<file path="src/core/mic_pkg.sv">
/*
 mic_pkg: constants shared by the interrupt controller, its core model and the testbench.
 assumes a 32-bit AXI4-Lite register bus with byte address = register index * 4.
*/
package mic_pkg;
	// register indexes, byte address is index * 4
	localparam logic [7:0] IDX_FLAGS_LO = 8'h97;
	localparam logic [7:0] IDX_FLAGS_HI = 8'h98;
	localparam logic [7:0] IDX_EN_LO = 8'h9A;
	localparam logic [7:0] IDX_EN_HI = 8'h9B;
	localparam logic [7:0] IDX_STACK_CTRL = 8'hEF;
	localparam logic [7:0] IDX_IRQ_STATUS = 8'hF0;
	localparam logic [7:0] IDX_IRQ_MASK = 8'hF1;
	localparam int ADDR_W = 10;
	// field layout
	localparam int NUM_SRC = 13;
	localparam int LO_BITS = 8;
	localparam int HI_BITS = 5;
	localparam int GIE_BIT = 7;
	localparam int LVD_HI_BIT = 6;
	localparam int LVD_LO_BIT = 5;
	localparam int STACK_AND_GLOBAL_CTRL_W = 3;
	localparam logic [2:0] STACK_AND_GLOBAL_CTRL_RESET = 3'h7;
	localparam logic [2:0] STACK_AND_GLOBAL_CTRL_ONE = 3'h1;
	// source bit order of flags, enables and events
	localparam int SRC_EXT_A = 0;
	localparam int SRC_EXT_B = 1;
	localparam int SRC_TIMER_A = 2;
	localparam int SRC_WAKE = 8;
	// controller's own event bits
	localparam int EVT_ENTRY = 0;
	localparam int EVT_EXIT = 1;
	localparam int EVT_W = 2;
	// vector per source, lowest vector wins
	localparam logic [7:0] VEC_MIN = 8'h08;
	localparam logic [7:0] VEC_MAX = 8'h0E;
	localparam logic [8*NUM_SRC-1:0] VEC_TABLE = {
		8'h0E, 8'h0E, 8'h0E, 8'h0E, 8'h08,
		8'h0E, 8'h0E, 8'h0E, 8'h0D, 8'h0C, 8'h0B, 8'h0A, 8'h09};
	// context: accumulator plus working registers 0x80..0x8F
	localparam int CTX_WORDS = 17;
	localparam int CTX_AW = 5;
	localparam logic [4:0] CTX_LAST = 5'h10;
	localparam logic [4:0] CTX_FIRST = 5'h00;
	localparam logic [1:0] RESP_OKAY = 2'h0;
	localparam logic [1:0] RESP_SLVERR = 2'h2;
	typedef enum logic [2:0] {
		MIC_IDLE = 3'b000,
		MIC_SAVE = 3'b001,
		MIC_VECT = 3'b010,
		MIC_SERV = 3'b011,
		MIC_REST = 3'b100,
		MIC_DONE = 3'b101
	} mic_fsm_t;
endpackage

</file>
<file path="src/core/mic_ctx_mem.sv">
/*
 mic_ctx_mem: shadow buffer for the saved core context, one write and one
 registered read port. assumes the controller never reads and writes one word at once.
*/
`timescale 1ns/1ps
`default_nettype none
module mic_ctx_mem #(
	parameter int WIDTH = 8,
	parameter int DEPTH = 17,
	parameter int AW = 5
) (
	input wire logic clk,
	input wire logic rst_n,
	input wire logic wr_en,
	input wire logic [AW-1:0] wr_addr,
	input wire logic [WIDTH-1:0] wr_data,
	input wire logic [AW-1:0] rd_addr,
	output logic [WIDTH-1:0] rd_data
);
	logic [WIDTH-1:0] mem [DEPTH];

	// no reset on the array: contents are only read after a save
	always_ff @(posedge clk) begin
		if (wr_en) begin
			mem[wr_addr] <= wr_data;
		end
	end

	always_ff @(posedge clk or negedge rst_n) begin
		if (!rst_n) begin
			rd_data <= '0;
		end else begin
			rd_data <= mem[rd_addr];
		end
	end
endmodule
`default_nettype wire

</file>
<file path="src/core/mic_intc.sv">
/*
 mic_intc: interrupt controller of an 8-bit core, with AXI4-Lite registers.
 assumes one-cycle source event pulses synchronous to CORE_CLK, a core that
 answers CTX_RDATA for CTX_ADDR in the same cycle, and pulses RETURN_FROM_INTERRUPT_EXEC once.
*/
// How it works
// - thirteen sources: two external pins and eleven internal events
// - external request stays pending through power-down until the core runs again
// - entering service clears global enable
// - finishing service sets global enable again
// - an event sets its flag whatever its enable holds
// - vector only when enable, flag and global enable are all one
// - accumulator and working registers 0x80-0x8F saved before vector load
// - RAM bank left as the main routine had it on entry
// - return reloads accumulator and working registers from the shadow buffer
// - accept pushes stack one level and loads vector 8 to 14
// - first enable register at 09AH, reset zero, low source order
// - second enable register at 09BH, five enables, upper bits unused
// - first flag register at 097H; hardware sets, software clears
// - second flag register at 098H holds the five high flags
// - global enable is bit 7 at 0EFH, reset zero, gates all vectoring
// - wakeup flag set on wake; vector 8 when enabled
// - external sources vector to 0x0009 and 0x000A
`timescale 1ns/1ps
`default_nettype none
module mic_intc
	import mic_pkg::*;
(
	// clock and reset
	input wire logic CORE_CLK,
	input wire logic RSTN,
	// register bus
	input wire logic [ADDR_W-1:0] AWADDR,
	input wire logic AWVALID,
	output logic AWREADY,
	input wire logic [31:0] WDATA,
	input wire logic [3:0] WSTRB,
	input wire logic WVALID,
	output logic WREADY,
	output logic [1:0] BRESP,
	output logic BVALID,
	input wire logic BREADY,
	input wire logic [ADDR_W-1:0] ARADDR,
	input wire logic ARVALID,
	output logic ARREADY,
	output logic [31:0] RDATA,
	output logic [1:0] RRESP,
	output logic RVALID,
	input wire logic RREADY,
	// sources and core status
	input wire logic [NUM_SRC-1:0] SRC_EVENT,
	input wire logic CORE_SLEEP,
	input wire logic LVD_HI,
	input wire logic LVD_LO,
	input wire logic RETURN_FROM_INTERRUPT_EXEC,
	// core context and program counter
	output logic [CTX_AW-1:0] CTX_ADDR,
	input wire logic [7:0] CTX_RDATA,
	output logic CTX_WE,
	output logic [7:0] CTX_WDATA,
	output logic PC_LOAD,
	output logic [7:0] PC_VECTOR,
	output logic STACK_PUSH,
	output logic STACK_POP,
	// interrupt line
	output logic IRQ
);
	typedef struct packed {
		logic [NUM_SRC-1:0] flags;
		logic [NUM_SRC-1:0] enables;
		logic global_irq_enable;
		logic [STACK_AND_GLOBAL_CTRL_W-1:0] stack_and_global_ctrl;
		logic [EVT_W-1:0] status;
		logic [EVT_W-1:0] mask;
		logic irq;
		mic_fsm_t fsm;
		logic [CTX_AW-1:0] ptr;
		logic [CTX_AW-1:0] ctx_addr;
		logic ctx_we;
		logic [7:0] vector;
		logic pc_load;
		logic push;
		logic pop;
		logic aw_held;
		logic w_held;
		logic [ADDR_W-1:0] awaddr;
		logic [31:0] wdata;
		logic [3:0] wstrb;
		logic awready;
		logic wready;
		logic bvalid;
		logic [1:0] bresp;
		logic arready;
		logic rvalid;
		logic [31:0] rdata;
		logic [1:0] rresp;
	} mic_state_t;

	mic_state_t s;
	mic_state_t n;
	logic [NUM_SRC-1:0] pending;
	logic [7:0] best_vec;
	logic [7:0] widx;
	logic [7:0] ridx;
	logic accept;
	logic [EVT_W-1:0] evt;

	// lowest vector among enabled pending sources, ties to lowest bit
	always_comb begin
		best_vec = VEC_MAX;
		pending = s.flags & s.enables;
		for (int i = NUM_SRC - 1; i >= 0; i--) begin
			if (pending[i] && VEC_TABLE[8*i +: 8] <= best_vec) begin
				best_vec = VEC_TABLE[8*i +: 8];
			end
		end
	end

	// sleeping core cannot be vectored, so the latched request waits
	assign accept = (s.fsm == MIC_IDLE) && s.global_irq_enable && !CORE_SLEEP && (|pending);
	// index is the byte address without its two low bits
	assign widx = 8'(s.awaddr[ADDR_W-1:2]);
	assign ridx = 8'(ARADDR[ADDR_W-1:2]);

	always_comb begin
		n = s;
		evt = '0;
		n.pc_load = 1'b0;
		n.push = 1'b0;
		n.pop = 1'b0;
		n.ctx_we = 1'b0;
		// write channel, address and data in either order
		if (s.awready && AWVALID) begin
			n.aw_held = 1'b1;
			n.awaddr = AWADDR;
		end
		if (s.wready && WVALID) begin
			n.w_held = 1'b1;
			n.wdata = WDATA;
			n.wstrb = WSTRB;
		end
		if (s.bvalid && BREADY) begin
			n.bvalid = 1'b0;
		end
		if (s.aw_held && s.w_held && !s.bvalid) begin
			n.aw_held = 1'b0;
			n.w_held = 1'b0;
			n.bvalid = 1'b1;
			n.bresp = RESP_OKAY;
			unique case (widx)
				IDX_FLAGS_LO: begin
					if (s.wstrb[0]) n.flags[LO_BITS-1:0] = s.wdata[LO_BITS-1:0];
				end
				IDX_FLAGS_HI: begin
					if (s.wstrb[0]) n.flags[NUM_SRC-1:LO_BITS] = s.wdata[HI_BITS-1:0];
				end
				IDX_EN_LO: begin
					if (s.wstrb[0]) n.enables[LO_BITS-1:0] = s.wdata[LO_BITS-1:0];
				end
				IDX_EN_HI: begin
					if (s.wstrb[0]) n.enables[NUM_SRC-1:LO_BITS] = s.wdata[HI_BITS-1:0];
				end
				IDX_STACK_CTRL: begin
					if (s.wstrb[0]) begin
						n.global_irq_enable = s.wdata[GIE_BIT];
						n.stack_and_global_ctrl = s.wdata[STACK_AND_GLOBAL_CTRL_W-1:0];
					end
				end
				IDX_IRQ_MASK: begin
					if (s.wstrb[0]) n.mask = s.wdata[EVT_W-1:0];
				end
				IDX_IRQ_STATUS: begin
				end
				default: begin
					n.bresp = RESP_SLVERR;
				end
			endcase
		end
		// read channel
		if (s.rvalid && RREADY) begin
			n.rvalid = 1'b0;
		end
		if (s.arready && ARVALID) begin
			n.rvalid = 1'b1;
			n.rresp = RESP_OKAY;
			n.rdata = '0;
			unique case (ridx)
				IDX_FLAGS_LO: n.rdata[LO_BITS-1:0] = s.flags[LO_BITS-1:0];
				IDX_FLAGS_HI: n.rdata[HI_BITS-1:0] = s.flags[NUM_SRC-1:LO_BITS];
				IDX_EN_LO: n.rdata[LO_BITS-1:0] = s.enables[LO_BITS-1:0];
				IDX_EN_HI: n.rdata[HI_BITS-1:0] = s.enables[NUM_SRC-1:LO_BITS];
				IDX_STACK_CTRL: begin
					n.rdata[GIE_BIT] = s.global_irq_enable;
					n.rdata[LVD_HI_BIT] = LVD_HI;
					n.rdata[LVD_LO_BIT] = LVD_LO;
					n.rdata[STACK_AND_GLOBAL_CTRL_W-1:0] = s.stack_and_global_ctrl;
				end
				IDX_IRQ_STATUS: begin
					n.rdata[EVT_W-1:0] = s.status;
					n.status = '0;
				end
				IDX_IRQ_MASK: n.rdata[EVT_W-1:0] = s.mask;
				default: n.rresp = RESP_SLVERR;
			endcase
		end
		// service sequence
		unique case (s.fsm)
			MIC_IDLE: begin
				if (accept) begin
					n.global_irq_enable = 1'b0;
					n.vector = best_vec;
					n.ctx_addr = CTX_FIRST;
					n.fsm = MIC_SAVE;
					evt[EVT_ENTRY] = 1'b1;
				end
			end
			MIC_SAVE: begin
				// buffer write happens in the memory, bank register saved as plain data
				n.ctx_addr = s.ctx_addr + 5'h01;
				if (s.ctx_addr == CTX_LAST) begin
					n.fsm = MIC_VECT;
				end
			end
			MIC_VECT: begin
				n.pc_load = 1'b1;
				n.push = 1'b1;
				n.stack_and_global_ctrl = s.stack_and_global_ctrl + STACK_AND_GLOBAL_CTRL_ONE;
				n.fsm = MIC_SERV;
			end
			MIC_SERV: begin
				if (RETURN_FROM_INTERRUPT_EXEC) begin
					n.ptr = CTX_FIRST;
					n.fsm = MIC_REST;
				end
			end
			MIC_REST: begin
				n.ctx_addr = s.ptr;
				n.ctx_we = 1'b1;
				n.ptr = s.ptr + 5'h01;
				if (s.ptr == CTX_LAST) begin
					n.fsm = MIC_DONE;
				end
			end
			MIC_DONE: begin
				n.global_irq_enable = 1'b1;
				n.pop = 1'b1;
				n.stack_and_global_ctrl = s.stack_and_global_ctrl - STACK_AND_GLOBAL_CTRL_ONE;
				n.fsm = MIC_IDLE;
				evt[EVT_EXIT] = 1'b1;
			end
			default: n.fsm = MIC_IDLE;
		endcase
		// hardware set wins over software clear in the same cycle
		n.flags = n.flags | SRC_EVENT;
		n.status = n.status | evt;
		n.irq = |(n.status & n.mask);
		n.awready = !n.aw_held && !n.bvalid;
		n.wready = !n.w_held && !n.bvalid;
		n.arready = !n.rvalid;
	end

	always_ff @(posedge CORE_CLK or negedge RSTN) begin
		if (!RSTN) begin
			s <= '0;
			s.fsm <= MIC_IDLE;
			s.stack_and_global_ctrl <= STACK_AND_GLOBAL_CTRL_RESET;
			s.awready <= 1'b1;
			s.wready <= 1'b1;
			s.arready <= 1'b1;
		end else begin
			s <= n;
		end
	end

	// single buffer: nested service is impossible since accept requires MIC_IDLE
	mic_ctx_mem #(
		.WIDTH(8),
		.DEPTH(CTX_WORDS),
		.AW(CTX_AW)
	) u_ctx (
		.clk(CORE_CLK),
		.rst_n(RSTN),
		.wr_en(s.fsm == MIC_SAVE),
		.wr_addr(s.ctx_addr),
		.wr_data(CTX_RDATA),
		.rd_addr(s.ptr),
		.rd_data(CTX_WDATA)
	);

	assign AWREADY = s.awready;
	assign WREADY = s.wready;
	assign BVALID = s.bvalid;
	assign BRESP = s.bresp;
	assign ARREADY = s.arready;
	assign RVALID = s.rvalid;
	assign RDATA = s.rdata;
	assign RRESP = s.rresp;
	assign CTX_ADDR = s.ctx_addr;
	assign CTX_WE = s.ctx_we;
	assign PC_LOAD = s.pc_load;
	assign PC_VECTOR = s.vector;
	assign STACK_PUSH = s.push;
	assign STACK_POP = s.pop;
	assign IRQ = s.irq;
endmodule
`default_nettype wire

</file>
<file path="config.mk">
export PLATFORM = sky130hd
export DESIGN_NAME = mic_intc
export DESIGN_NICKNAME = d
export VERILOG_FILES = /design/src/core/mic_pkg.sv /design/src/core/mic_ctx_mem.sv /design/src/core/mic_intc.sv
export SDC_FILE = /design/constraint.sdc
export NUM_CORES = 1
export LEC_CHECK = 0
export BUFFER_PORTS_ARGS = -buffer_cell sky130_fd_sc_hd__buf_4
export CAP_MARGIN = 20
export CORE_MARGIN = 3
export CORE_UTILIZATION = 40
export DETAILED_ROUTE_END_ITERATION = 8
export HOLD_SLACK_MARGIN = 0.03
export PLACE_DENSITY_LB_ADDON = 0.15
export SYNTH_ARGS = -nofsm -noshare
export SYNTH_HDL_FRONTEND = slang
export SYNTH_SLANG_ARGS = --single-unit
export TNS_END_PERCENT = 30
</file>
<file path="constraint.sdc">
create_clock -name CORE_CLK -period 6 [get_ports CORE_CLK]
set_input_delay 0.9 -clock CORE_CLK [delete_from_list [all_inputs] [get_ports CORE_CLK]]
set_output_delay 0.9 -clock CORE_CLK [all_outputs]
set_load 0.02 [all_outputs]
</file>
; Word-level counts from Yosys, hierarchy flattened
; Memories as Yosys holds them, arrays and structs flattened. A register that Yosys moved wholly into a read port is not among the register bits.
; Cells that the tools add are included.
[totals]
ff_bits = 98
latchBits = 0
mem_bits_rw = 136
rom_bits = 0
in_bits = 88
n_memories = 1
[memory_table]
columns = name, words, width, rd, rd_ports_with_merged_regs, wr, line_no
row1 = u_ctx.mem, 17, 8, 1, 1, 1, mic_ctx_mem.sv:20  ; logic [WIDTH-1:0] mem [DEPTH];
[op_classes]
n_addsub = 4
multipliers = 0
div_mod_pow = 0
magnitude_cmp = 8
n_eq_ne = 25
n_shift = 0
mux = 56
bitwise_logic = 4
n_reduce_logical = 44
[ops]
columns = operator, count
row1 = equality test 8 bit (second input constant), 14
row2 = 2-to-1 mux 8 bit, 11
row3 = less-or-equal comparator 4 x 8 -> 1 bit (first input constant), 5
row4 = 2-to-1 mux 35 bit, 1
row5 = 2-to-1 mux 30 bit, 1
row6 = 2-to-1 mux 5 bit, 5
row7 = 2-to-1 mux 3 bit, 7
row8 = logical AND 1 bit, 20
row9 = 2-to-1 mux 2 bit, 9
row10 = one-hot mux 3 bit (5 select lines), 1
row11 = one-hot mux 5 bit (3 select lines), 1
row12 = one-hot mux 2 bit (7 select lines), 1
row13 = OR reduction 7 bit, 2
row14 = bitwise AND 13 bit, 1
row15 = bitwise OR 13 bit, 1
row16 = OR reduction 13 bit, 1
row17 = less-or-equal comparator 4 bit (first input constant), 3
row18 = nonzero test 3 bit, 4
row19 = 2-to-1 mux 1 bit, 11
row20 = adder 5 x 1 -> 5 bit (second input constant), 2
row21 = equality test 5 bit (second input constant), 2
row22 = one-hot mux 5 bit (2 select lines), 1
row23 = one-hot mux 3 bit (3 select lines), 1
row24 = AND reduction 3 bit, 3
row25 = other kinds (19), 33

; Depth between registers and ports, before layout
; Gate-level depths: netlist (run 1).
[logic_depth]
word_depth = 26
mapped_depth = 8
mapped_depth_nobuf = 7

; By module
; Synthesis (run 1) repeated with hierarchy kept, for this count alone.
[unflattened]
hier_cells = 699
area_unflattened_um2 = 10271.1
[modules_own_cells]
columns = mod, n_inst, cells_each, area_each_um2
row1 = mic_ctx_mem, 1, 254, 5599.1
row2 = mic_intc, 1, 445, 4672.0

; Worst setup path before layout (run 1)
; No wires, ideal clock.
[synth_path]
path_type = input to register
start = in ARADDR[3]
end = reg s (netlist bit IRQ)
setup_time_ps = 121
arrival_time_ps = 2173
required_ps = 5879
setup_slack_ps = 3706
cell_stages = 6
n_path_buf = 1
path_cell_list = clkbuf_1 -> nand2b_1 -> nor4_1 -> nand2_1 -> a21o_1 -> a22o_1
[synth_rtl]
columns = item, line_no
row1 = "start, declared", mic_intc.sv:43  ; input wire logic [ADDR_W-1:0] ARADDR,
row2 = "end signal, assigned", mic_intc.sv:271  ; s <= n;
row3 = "end, declared", mic_intc.sv:99  ; mic_state_t s;

; Worst setup path after layout (run 1)
[layout_path]
start = reg s[111] (netlist bit)
end = mem u_ctx.mem[9][3] (enable)
[layout_via]
elab_chain_cells = 3
[layout_rtl]
columns = item, line_no
row1 = equality test 3 x 1 -> 1 bit, mic_intc.sv:283  ; .wr_en(s.fsm == MIC_SAVE),
row2 = 2-to-1 mux 1 bit, mic_ctx_mem.sv:24  ; if (wr_en) begin
row3 = 2-to-1 mux 1 bit (not written as such), mic_ctx_mem.sv:25  ; mem[wr_addr] <= wr_data;
row4 = "end, declared", mic_ctx_mem.sv:20
; Every way passes these cells.

==> results of run 1 <==
[power by group]
part	switching, mW	internal, mW	total [mW]	leakage [nW]
registers	0.279	1.97	2.25	2.40
logic	0.716	0.629	1.35	1.77
clock network	0.612	0.851	1.46	0.387
[layout by cell type (no fill, tap or decap), types with 4 or more instances in the layout]
master / instances
a22o_1: 4
a222oi_1: 5
clkinv_1: 6
dfrtp_1: 89
mux2_2: 44
nor3_1: 6
and3_1: 5
a211oi_1: 4
o211ai_1: 6
inv_1: 27
nor4_1: 5
nand2_1: 41
o22ai_1: 9
ha_1: 6
o21ai_0: 30
and2_1: 7
mux2i_1: 17
nand3_1: 12
a211o_1: 6
a21oi_1: 20
a32oi_1: 4
clkbuf_1: 6
conb_1: 30
nand2b_1: 9
nor2_1: 30
a22oi_1: 7
edfxtp_1: 136
clkinv_2: 5
nor2b_1: 6
clkbuf_16: 25
nand3b_1: 4
buf_4: 97
mux4_2: 32
dfstp_2: 6
[registers in the layout, summed over array words and instances, names as in the netlist, 4 cells and up]
register,flops
u_ctx.mem,136
PC_VECTOR,4
s,61
CTX_ADDR,5
RDATA,8
u_ctx.rd_data,8
[cells in the mapped netlist, types with 3 or more instances]
library cell | instances | area share (%)
o22ai_1 | 9 | 0.56
nand2_1 | 41 | 1.5
buf_4 | 51 | 3.8
dfstp_2 | 6 | 1.6
clkbuf_1 | 12 | 0.45
a211o_1 | 6 | 0.52
dfrtp_1 | 91 | 23
nor4_1 | 5 | 0.31
a211oi_1 | 4 | 0.30
mux2_2 | 44 | 4.9
a21oi_1 | 20 | 0.99
nor3_1 | 6 | 0.30
ha_1 | 6 | 0.74
a21o_1 | 3 | 0.22
and2_1 | 7 | 0.43
nand3b_1 | 4 | 0.30
mux4_2 | 32 | 7.1
nand4_1 | 3 | 0.19
and3_1 | 5 | 0.31
nor2b_1 | 6 | 0.37
a22oi_1 | 7 | 0.52
o31ai_1 | 3 | 0.22
inv_1 | 27 | 1.0
a222oi_1 | 5 | 0.50
mux2i_1 | 17 | 1.7
o21ai_0 | 30 | 1.5
nor3b_1 | 3 | 0.22
a22o_1 | 4 | 0.35
nand3_1 | 12 | 0.59
edfxtp_1 | 136 | 40
nand2b_1 | 9 | 0.56
buf_2 | 4 | 0.20
o211ai_1 | 6 | 0.45
nor2_1 | 30 | 1.1
a32oi_1 | 4 | 0.35
[path summary, 6_finish.rpt]
check	end	depth (start not counted)	slack [ns]	start
hold / removal	s[50]$_DFFE_PN0P_	1	0.40	RSTN
setup reg to reg	u_ctx.mem[9][3]$_DFFE_PP_	4	3.27	s[111]$_DFFE_PN0P_
hold reg to reg	AWREADY$_DFF_PN1_	1	0.46	s[88]$_DFF_PN0_
min in group CORE_CLK	AWREADY$_DFF_PN1_	1	0.46	s[88]$_DFF_PN0_
setup / recovery	u_ctx.mem[9][3]$_DFFE_PP_	4	3.27	s[111]$_DFFE_PN0P_
max in group asynchronous	RDATA[4]$_DFFE_PN0P_	2	4.49	RSTN
[worst max-delay path: cells and delay by family (launching register included)]
kind,cells,cell delay (ns)
DFF,1,0.55
and+or+nand+nor,4,1.79
[logic make-up after synthesis]
logic type	Yosys count	synth area share, %
other cells	1	0.03713
xor+xnor	1	0.08675
buf+inv	98	5.662
fa+ha+maj	7	0.9416
flops	233	64.55
simple gates	145	7.509
compound gates	114	7.484
mux	93	13.73
[metal layers]
metal	vias to the layer above	part of all wire [%]	routed length, µm
met2	271	45	10070
met4	0	1.9	417
met5	-	0	0
met1	2978	44	9916
li1	2724	-	-
met3	32	8.8	1957
[cell type report]
class	instances	area, µm²	area share (%)
clock buffers	34	689.4	5.906
flip-flops and latches	233	6521	55.87
clock inverters	12	97.59	0.8361
well taps	324	405.4	3.473
inverters	29	108.9	0.9326
repair buffers	98	733.2	6.282
multi-input cells	390	3117	26.70
==> results_dict.tcl, run 1 <==
set metrics [dict create \
    fmax_mhz 366.6 \
    cts_tree "yes" \
    skew_ns 0.01330 \
    setup_tns_ns 0 \
    die-area_um2 27190 \
    clockRootBuffer "clkbuf_16" \
    pre_cts_slack_ns 3.164 \
    clock-sinks 233 \
    cap_violations 0 \
    final_area_um2 11670 \
    rsz0062_at_grt "false" \
    dp.final_hpwl_um 15260 \
    synth_edf_count 136 \
    post_dp_cell_area_um2 10880 \
    cts_resized 0 \
    cts_made_buffers 25 \
    drc 0 \
    hold_viol 0 \
    cpMostUsedCell "nor2b_1" \
    vias 6005 \
    hold_path_class "in2async" \
    synth.distinct_cells 62 \
    total_power_mw 5.059 \
    syn_area_um2 10100 \
    outcome "completed" \
    grtUsageMet2_pct 25.24 \
    worstSetupStartpointType "flip-flop" \
    fp.dieH_um 164.9 \
    final_nets 872 \
    fillCellCount 2132 \
    max-clock-path-buffers 3 \
    finalCritPeriodShare_pct 45.46 \
    use_met1_pct 24.27 \
    synth_seq_cells 233 \
    hold-worst-slack_ns 0.3970 \
    drt_pass1_iterations 5 \
    grt_pass1_wl_um 34670 \
    p_per_area_nw_per_um2 433.4 \
    postCtsSetupRepairBufs 0 \
    antenna_cells 0 \
    clock_latency_ns 0.52 \
    die_w_um 164.9 \
    grt_max_degree 52 \
    fin_util_pct 47.58 \
    cp_cell_sequence "nor2b_1 > nor2b_1 > nand2_1 > nor2_1" \
    portBuffers 93 \
    worstPathRequired_ns 6.15 \
    syn_inst 692 \
    drv_slew 0 \
    grt.overflow.total 0 \
    routedWlPerCell_um 19.97 \
    finalWorstSetupSlack_ns 3.272 \
    rows 57 \
    place.gp.congestion 0.8676 \
    vdd.ir_drop.worst_mv 0.3037 \
    vias_per_cell 5.362 \
    cp_max_fo 12 \
    wl_um 22360 \
    async_reset_ff_share_pct 41.63 \
    post_synth.cell_area_avg_um2 14.59 \
    io_pins 155 \
    timing.final.setup_violations 0 \
    top_usage_layer "met2" \
    placed_cells 1073 \
    synth_ff_type "edfxtp_1" \
    instances_no_fill 1120 \
    static-leakage-power_nw 4.548 \
    antenna_found_initial 0 \
    core_area_um2 24530 \
    htreeDepth 1 \
    cp_data_arrival_time_ns 2.87 \
    critPathMaxStageDelay_ns 0.75 \
    ctsHoldBuffers 0 \
    drive_gt1_share_pct 28.02 \
    ys_warn_count 0 \
    postRouteAntennaNets 0 \
    path_clk_slew_ns 0.06 \
    globalRouteTotalUtil_pct 16.64 \
    yosysSeqAreaShare_pct 64.55 \
    critical_path.slowest_cell "nor2_1" \
    slew_headroom_pct 32.40 \
    end_kind "flip-flop" \
    syn_to_final_growth_pct 15.59 \
    use_met3_pct 4.038 \
    initialDrtViolationCount 427 \
    initial_core_util_pct 41.16 \
    worstMarginPinSlew_ns 1.010 \
    fin_crit_ns 2.728 \
    grt_pass1_vias 6093 \
    criticalPathCategory "reg2reg" \
]
Power figures use the tool's default switching activity.
==> run 2: changes to the inputs <==
clock period = 2.8 ns   (was 6 ns; I/O delays follow)
==> results_dict.tcl, run 2 (synthesis gave the netlist of run 1 again) <==
set metrics [dict create \
    postCtsSetupRepairBufs 0 \
    clockRootBuffer "clkbuf_16" \
    grt_pass1_vias 6208 \
    antenna_found_initial 0 \
    rows 57 \
    finalCritPeriodShare_pct 78.99 \
    use_met3_pct 4.113 \
    use_met1_pct 24.78 \
    seq_area_um2 6520 \
    htreeDepth 1 \
    fp.dieH_um 164.9 \
    drt_pass1_iterations 8 \
    portBuffers 93 \
    criticalPathCategory "reg2reg" \
    cts_resized 0 \
    globalRouteTotalUtil_pct 17.16 \
    grt.overflow.total 0 \
    worstPathRequired_ns 3.25 \
    syn_to_final_growth_pct 17.79 \
    cp_data_arrival_time_ns 2.66 \
    grtUsageMet2_pct 26.80 \
    largest_reg_flops 136 \
    drv_slew 0 \
    grt_max_degree 54 \
    mostFrequentLayoutCells "edfxtp_1, buf_4, dfrtp_1, mux2_2, nand2_1" \
    cap_violations 0 \
    p_per_area_nw_per_um2 927.5 \
    outcome "completed" \
    core_area_um2 24530 \
    end_kind "flip-flop" \
    initialDrtViolationCount 514 \
    fmax_mhz 452.1 \
    vias_per_cell 5.257 \
    routedWlPerCell_um 19.95 \
    top_register "u_ctx.mem" \
    timing.final.setup_violations 0 \
    final_nets 893 \
    drive_gt1_share_pct 29.29 \
    vias 5993 \
    die_w_um 164.9 \
    multi_input_area_um2 3117 \
    instances_no_fill 1140 \
    io_pins 155 \
    cts_made_buffers 25 \
    slew_headroom_pct 33.50 \
    skew_ns 0.01152 \
    hold_viol 0 \
    drc 0 \
    vdd.ir_drop.worst_mv 0.6135 \
    top_usage_layer "met2" \
    postRouteAntennaNets 0 \
    fillCellCount 2160 \
    grt_pass1_wl_um 35650 \
    static-leakage-power_nw 4.678 \
    clock_latency_ns 0.52 \
    dp.final_hpwl_um 15780 \
    worstMarginPinSlew_ns 0.9975 \
    clock-sinks 233 \
    antenna_cells 0 \
    fin_crit_ns 2.212 \
    max-clock-path-buffers 3 \
    initial_core_util_pct 41.16 \
    rsz0062_at_grt "false" \
    path_clk_slew_ns 0.06 \
    cp_max_fo 6 \
    worstSetupStartpointType "flip-flop" \
    wl_um 22740 \
    die-area_um2 27190 \
    placed_cells 1093 \
    cts_tree "yes" \
    final_common_cell "edfxtp_1" \
    top_regs "u_ctx.mem: 136 flops, s: 61 flops" \
    place.gp.congestion 0.8686 \
    hold_path_class "in2reg" \
    setup_tns_ns 0 \
]
[run 2: worst paths after layout]
kind                               startpoint  slack (ns)            endpoint  cells after the start
min in group asynchronous                RSTN        0.50   s[84]$_DFFE_PN0P_                      2
min                             SRC_EVENT[12]        0.09    s[148]$_DFF_PN0_                      2
max in group asynchronous                RSTN        1.52  s[120]$_DFFE_PN1P_                      3
max                        s[112]$_DFFE_PN0P_        0.59  s[121]$_DFFE_PN1P_                      6
max reg2reg                s[112]$_DFFE_PN0P_        0.59  s[121]$_DFFE_PN1P_                      6
min reg2reg                   s[88]$_DFF_PN0_        0.47   AWREADY$_DFF_PN1_                      1
[run 2: routing by layer]
layer  routed length [µm]  part of all wire [%]
met3                 1678                   7.4
met4                  223                  0.98
met1                10320                    45
met2                10520                    46
met5                    0                     0
[run 2: critical path, cell delays in order, from the launching register on]
cell      delay (ns)
dfrtp_1         0.38
nor2b_1         0.34
nand2_1         0.23
fa_1            0.52
o211ai_1        0.26
o31ai_1         0.11
a211o_1         0.30
[run 2: stage by stage]
| step | cell area [µm²] | utilization, % | power, mW | hold slack [ns] | setup WS [ns] |
|---|---|---|---|---|---|
| floorplan | 10210 | - | 6.835 | 0.1244 | 0.7174 |
| global placement | 11050 | 45.06 | 7.785 | 0.4486 | 0.5762 |
| detailed placement | 11050 | 45.06 | 7.884 | 0.4542 | 0.5422 |
| CTS | 11900 | 48.49 | 11.18 | 0.05931 | 0.5309 |
| global route | 11900 | 48.49 | 11.66 | 0.07212 | 0.4476 |
| finish | 11900 | 48.49 | 11.03 | 0.08889 | 0.5883 |
[run 2: where the power goes]
group          internal (mW)  switching [mW]
sequential              4.22           0.584
combinational           1.41            1.57
clock                   1.98            1.28
total                   7.61            3.42
[run 2: final cells by class]
| type | count | area share (%) |
|---|---|---|
| Tap cell | 324 | 3.408 |
| Inverter | 29 | 0.9151 |
| Clock buffer | 40 | 6.153 |
| Multi-Input combinational cell | 390 | 26.20 |
| Timing Repair Buffer | 119 | 7.763 |
| Clock inverter | 5 | 0.7468 |
| Sequential cell | 233 | 54.81 |
[run 2: timing repair]
| action | in CTS | in global routing |
|---|---|---|
| hold buffers | 2 | 0 |
| endpoints found under the setup margin | 0 | 0 |
| endpoints found under the hold margin | 50 | 0 |
==> run 3: changes to the inputs <==
ABC_AREA = 1   (was unset)
clock period = 2.2 ns   (was 2.8 ns; I/O delays follow)
==> results_dict.tcl, run 3 <==
set metrics [dict create \
    p_int_mw 9.492 \
    drv_slew 0 \
    placed_cells 1501 \
    synth_ff_type "edfxtp_1" \
    cts_tree "yes" \
    drt_pass1_iterations 5 \
    skew_ns 0.01320 \
    routedWlPerCell_um 16.24 \
    regToRegSetupSlack_ns 0.38 \
    syn_to_final_growth_pct 19.78 \
    hold_viol 0 \
    mostFrequentLayoutCells "nand2_1, edfxtp_1, buf_4, nor2_1, o21ai_0" \
    postCtsSetupRepairBufs 0 \
    crit_path_start "s[112]$_DFFE_PN0P_" \
    end_kind "flip-flop" \
    fillCellCount 2476 \
    top_register "u_ctx.mem" \
    comb_power_share_pct 29.6 \
    reg2reg_depth 8 \
    outcome "completed" \
    core_area_um2 26130 \
    post_synth.cell_area_avg_um2 9.702 \
    vias 7727 \
    globalRouteTotalUtil_pct 17.84 \
    slew_headroom_pct 56.24 \
    seq_area_um2 6520 \
    drc 0 \
    dp.final_hpwl_um 17360 \
    die-area_um2 28630 \
    synth.distinct_cells 42 \
    final_nets 1316 \
    syn_area_um2 10650 \
    largest_reg_flops 136 \
    final_common_cell "nand2_1" \
    rr_startpoint "s[112]$_DFFE_PN0P_" \
    finalCritPeriodShare_pct 82.92 \
    initial_core_util_pct 40.76 \
    initialDrtViolationCount 527 \
    clkPwrFrac_pct 30.5 \
    yosysSeqAreaShare_pct 61.19 \
    drive_gt1_share_pct 16.94 \
    portBuffers 93 \
    criticalPathCategory "reg2reg" \
    synth_seq_cells 233 \
    worstMarginPinSlew_ns 0.6543 \
    instances_no_fill 1575 \
    postRouteAntennaNets 0 \
    synthXorXnorAreaFrac_pct 0.08222 \
    path_clk_slew_ns 0.06 \
    cp_data_arrival_time_ns 2.27 \
    htreeDepth 1 \
    total_power_mw 14.49 \
    cts_made_buffers 27 \
    async_reset_ff_share_pct 41.63 \
    antenna_cells 0 \
    wl_um 25570 \
    timing.rr.end "s[121]$_DFFE_PN1P_" \
    grt_max_degree 78 \
    worstPathRequired_ns 2.64 \
    fin_crit_ns 1.824 \
    synth_area_leaders "edfxtp_1, dfrtp_1, nand2_1, o21ai_0, buf_4" \
    syn_inst 1098 \
    clockRootBuffer "clkbuf_16" \
    vias_per_cell 4.906 \
    timing.final.setup_violations 0 \
    p_per_area_nw_per_um2 1136 \
    rows 59 \
    multi_input_area_um2 3317 \
    hold_path_class "in2reg" \
    antenna_found_initial 0 \
    static-leakage-power_nw 5.530 \
    top_regs "u_ctx.mem: 136 flops, s: 61 flops" \
    grt.overflow.total 0 \
    yosys.area.top_type "edfxtp_1" \
    max-clock-path-buffers 3 \
    synth.top_cells.by_count "nand2_1, edfxtp_1, nor2_1" \
    synth_top_family_by_area "simple AND/OR/NAND/NOR gates" \
    fp.dieH_um 169.2 \
    rsz0062_at_grt "false" \
    synth_compound_area_share_pct 7.975 \
    yosysTopAreaCellShare_pct 38.34 \
    ys_warn_count 0 \
    synth_mux_area_share_pct 0 \
    synth_edf_count 136 \
    clock-sinks 233 \
    pwr-share-seq_pct 39.9 \
    vdd.ir_drop.worst_mv 0.6591 \
    cap_violations 0 \
    setup_tns_ns 0 \
    place.gp.congestion 0.8605 \
    grt_pass1_vias 7381 \
    p_switching_mw 5.003 \
    cts_resized 0 \
    synthSimpleGateAreaFrac_pct 21.13 \
    cp_max_fo 4 \
    synth_adder_area_share_pct 0.8926 \
    clock_latency_ns 0.53 \
    yosysMostFrequentCell "nand2_1" \
    io_pins 155 \
    die_w_um 169.2 \
    worstSetupStartpointType "flip-flop" \
    fmax_mhz 548.2 \
    cp-endpoint "s[121]$_DFFE_PN1P_" \
    p_sw_share_pct 34.52 \
    grt_pass1_wl_um 40330 \
]
## run 3: cell count changes after synthesis, moves of 44 or more
cell,delta
nor2_1,+78
nand3_1,+63
mux2_2,-44
nand2_1,+223
inv_1,+59
o21ai_0,+61
## run 3: area by class of cell
cell class,instances,area share (%)
clock buffer,36,5.795
clock inverter,12,1.147
sequential,233,51.10
multi-input combinational,714,26.00
timing repair buffer,152,9.943
tap,335,3.285
inverter,93,2.736
## run 3: per-stage QoR
step / setup WS (ns) / hold slack, ns / cell area, µm² / util [%]
2_1_floorplan: 0.5635 / 0.03441 / 10760 / -
3_3_place_gp: 0.4234 / 0.3495 / 11610 / 44.44
3_5_place_dp: 0.3951 / 0.3473 / 11610 / 44.44
4_1_cts: 0.3645 / 0.03011 / 12760 / 48.83
5_1_grt: 0.2165 / 0.05378 / 12760 / 48.83
6_report: 0.3759 / 0.04709 / 12760 / 48.83
## run 3: critical path, stage by stage, from the launching register on
cell and delay, ns:
dfrtp_1 0.40, inv_1 0.08, nand2_1 0.09, nor2_1 0.20
inv_1 0.14, fa_1 0.40, xor2_1 0.16, o21ai_0 0.17
nand3_1 0.11
## run 3: metal layers
| layer | vias up | track usage (%) | share of wire (%) |
|---|---|---|---|
| met5 | - | 0 | 0 |
| met4 | 0 | 5.228 | 2.7 |
| met1 | 3642 | 23.77 | 43 |
| li1 | 3833 | - | - |
| met3 | 48 | 2.469 | 5.3 |
| met2 | 204 | 30.64 | 49 |
## run 3: what timing repair did
item                                   CTS  global route
setup endpoints to repair                0             0
endpoints found under the hold margin   57             0
hold buffers                            26             0
## run 3: kinds of logic after synthesis
group	count (synthesis)
compound gates	154
xor+xnor	1
fa+ha+maj	7
buf+inv	180
flops	233
other cells	1
simple gates	522
## run 3: worst min path at each step
stage / to / cells after the start / slack, ns / start
5_1_grt: s[83]$_DFFE_PN0P_ / 3 / 0.05 / AWADDR[6]
4_1_cts: s[45]$_DFFE_PN0P_ / 3 / 0.03 / WDATA[0]
6_report: s[82]$_DFFE_PN0P_ / 3 / 0.05 / AWADDR[5]
3_5_place_dp: RDATA[5]$_DFFE_PN0P_ / 1 / 0.35 / RSTN
3_3_place_gp: RDATA[5]$_DFFE_PN0P_ / 1 / 0.35 / RSTN
2_1_floorplan: BRESP[1]$_DFFE_PN0P_ / 0 / 0.03 / RSTN
## run 3: power by group through the flow
stage               logic [mW]  registers [mW]  clock network (mW)
floorplan                 2.91            5.82                   0
CTS                       4.40            5.78                4.54
finish                    4.30            5.78                4.42
global placement          4.30            5.85                   0
global route              4.87            5.86                4.74
detailed placement        4.35            5.86                   0
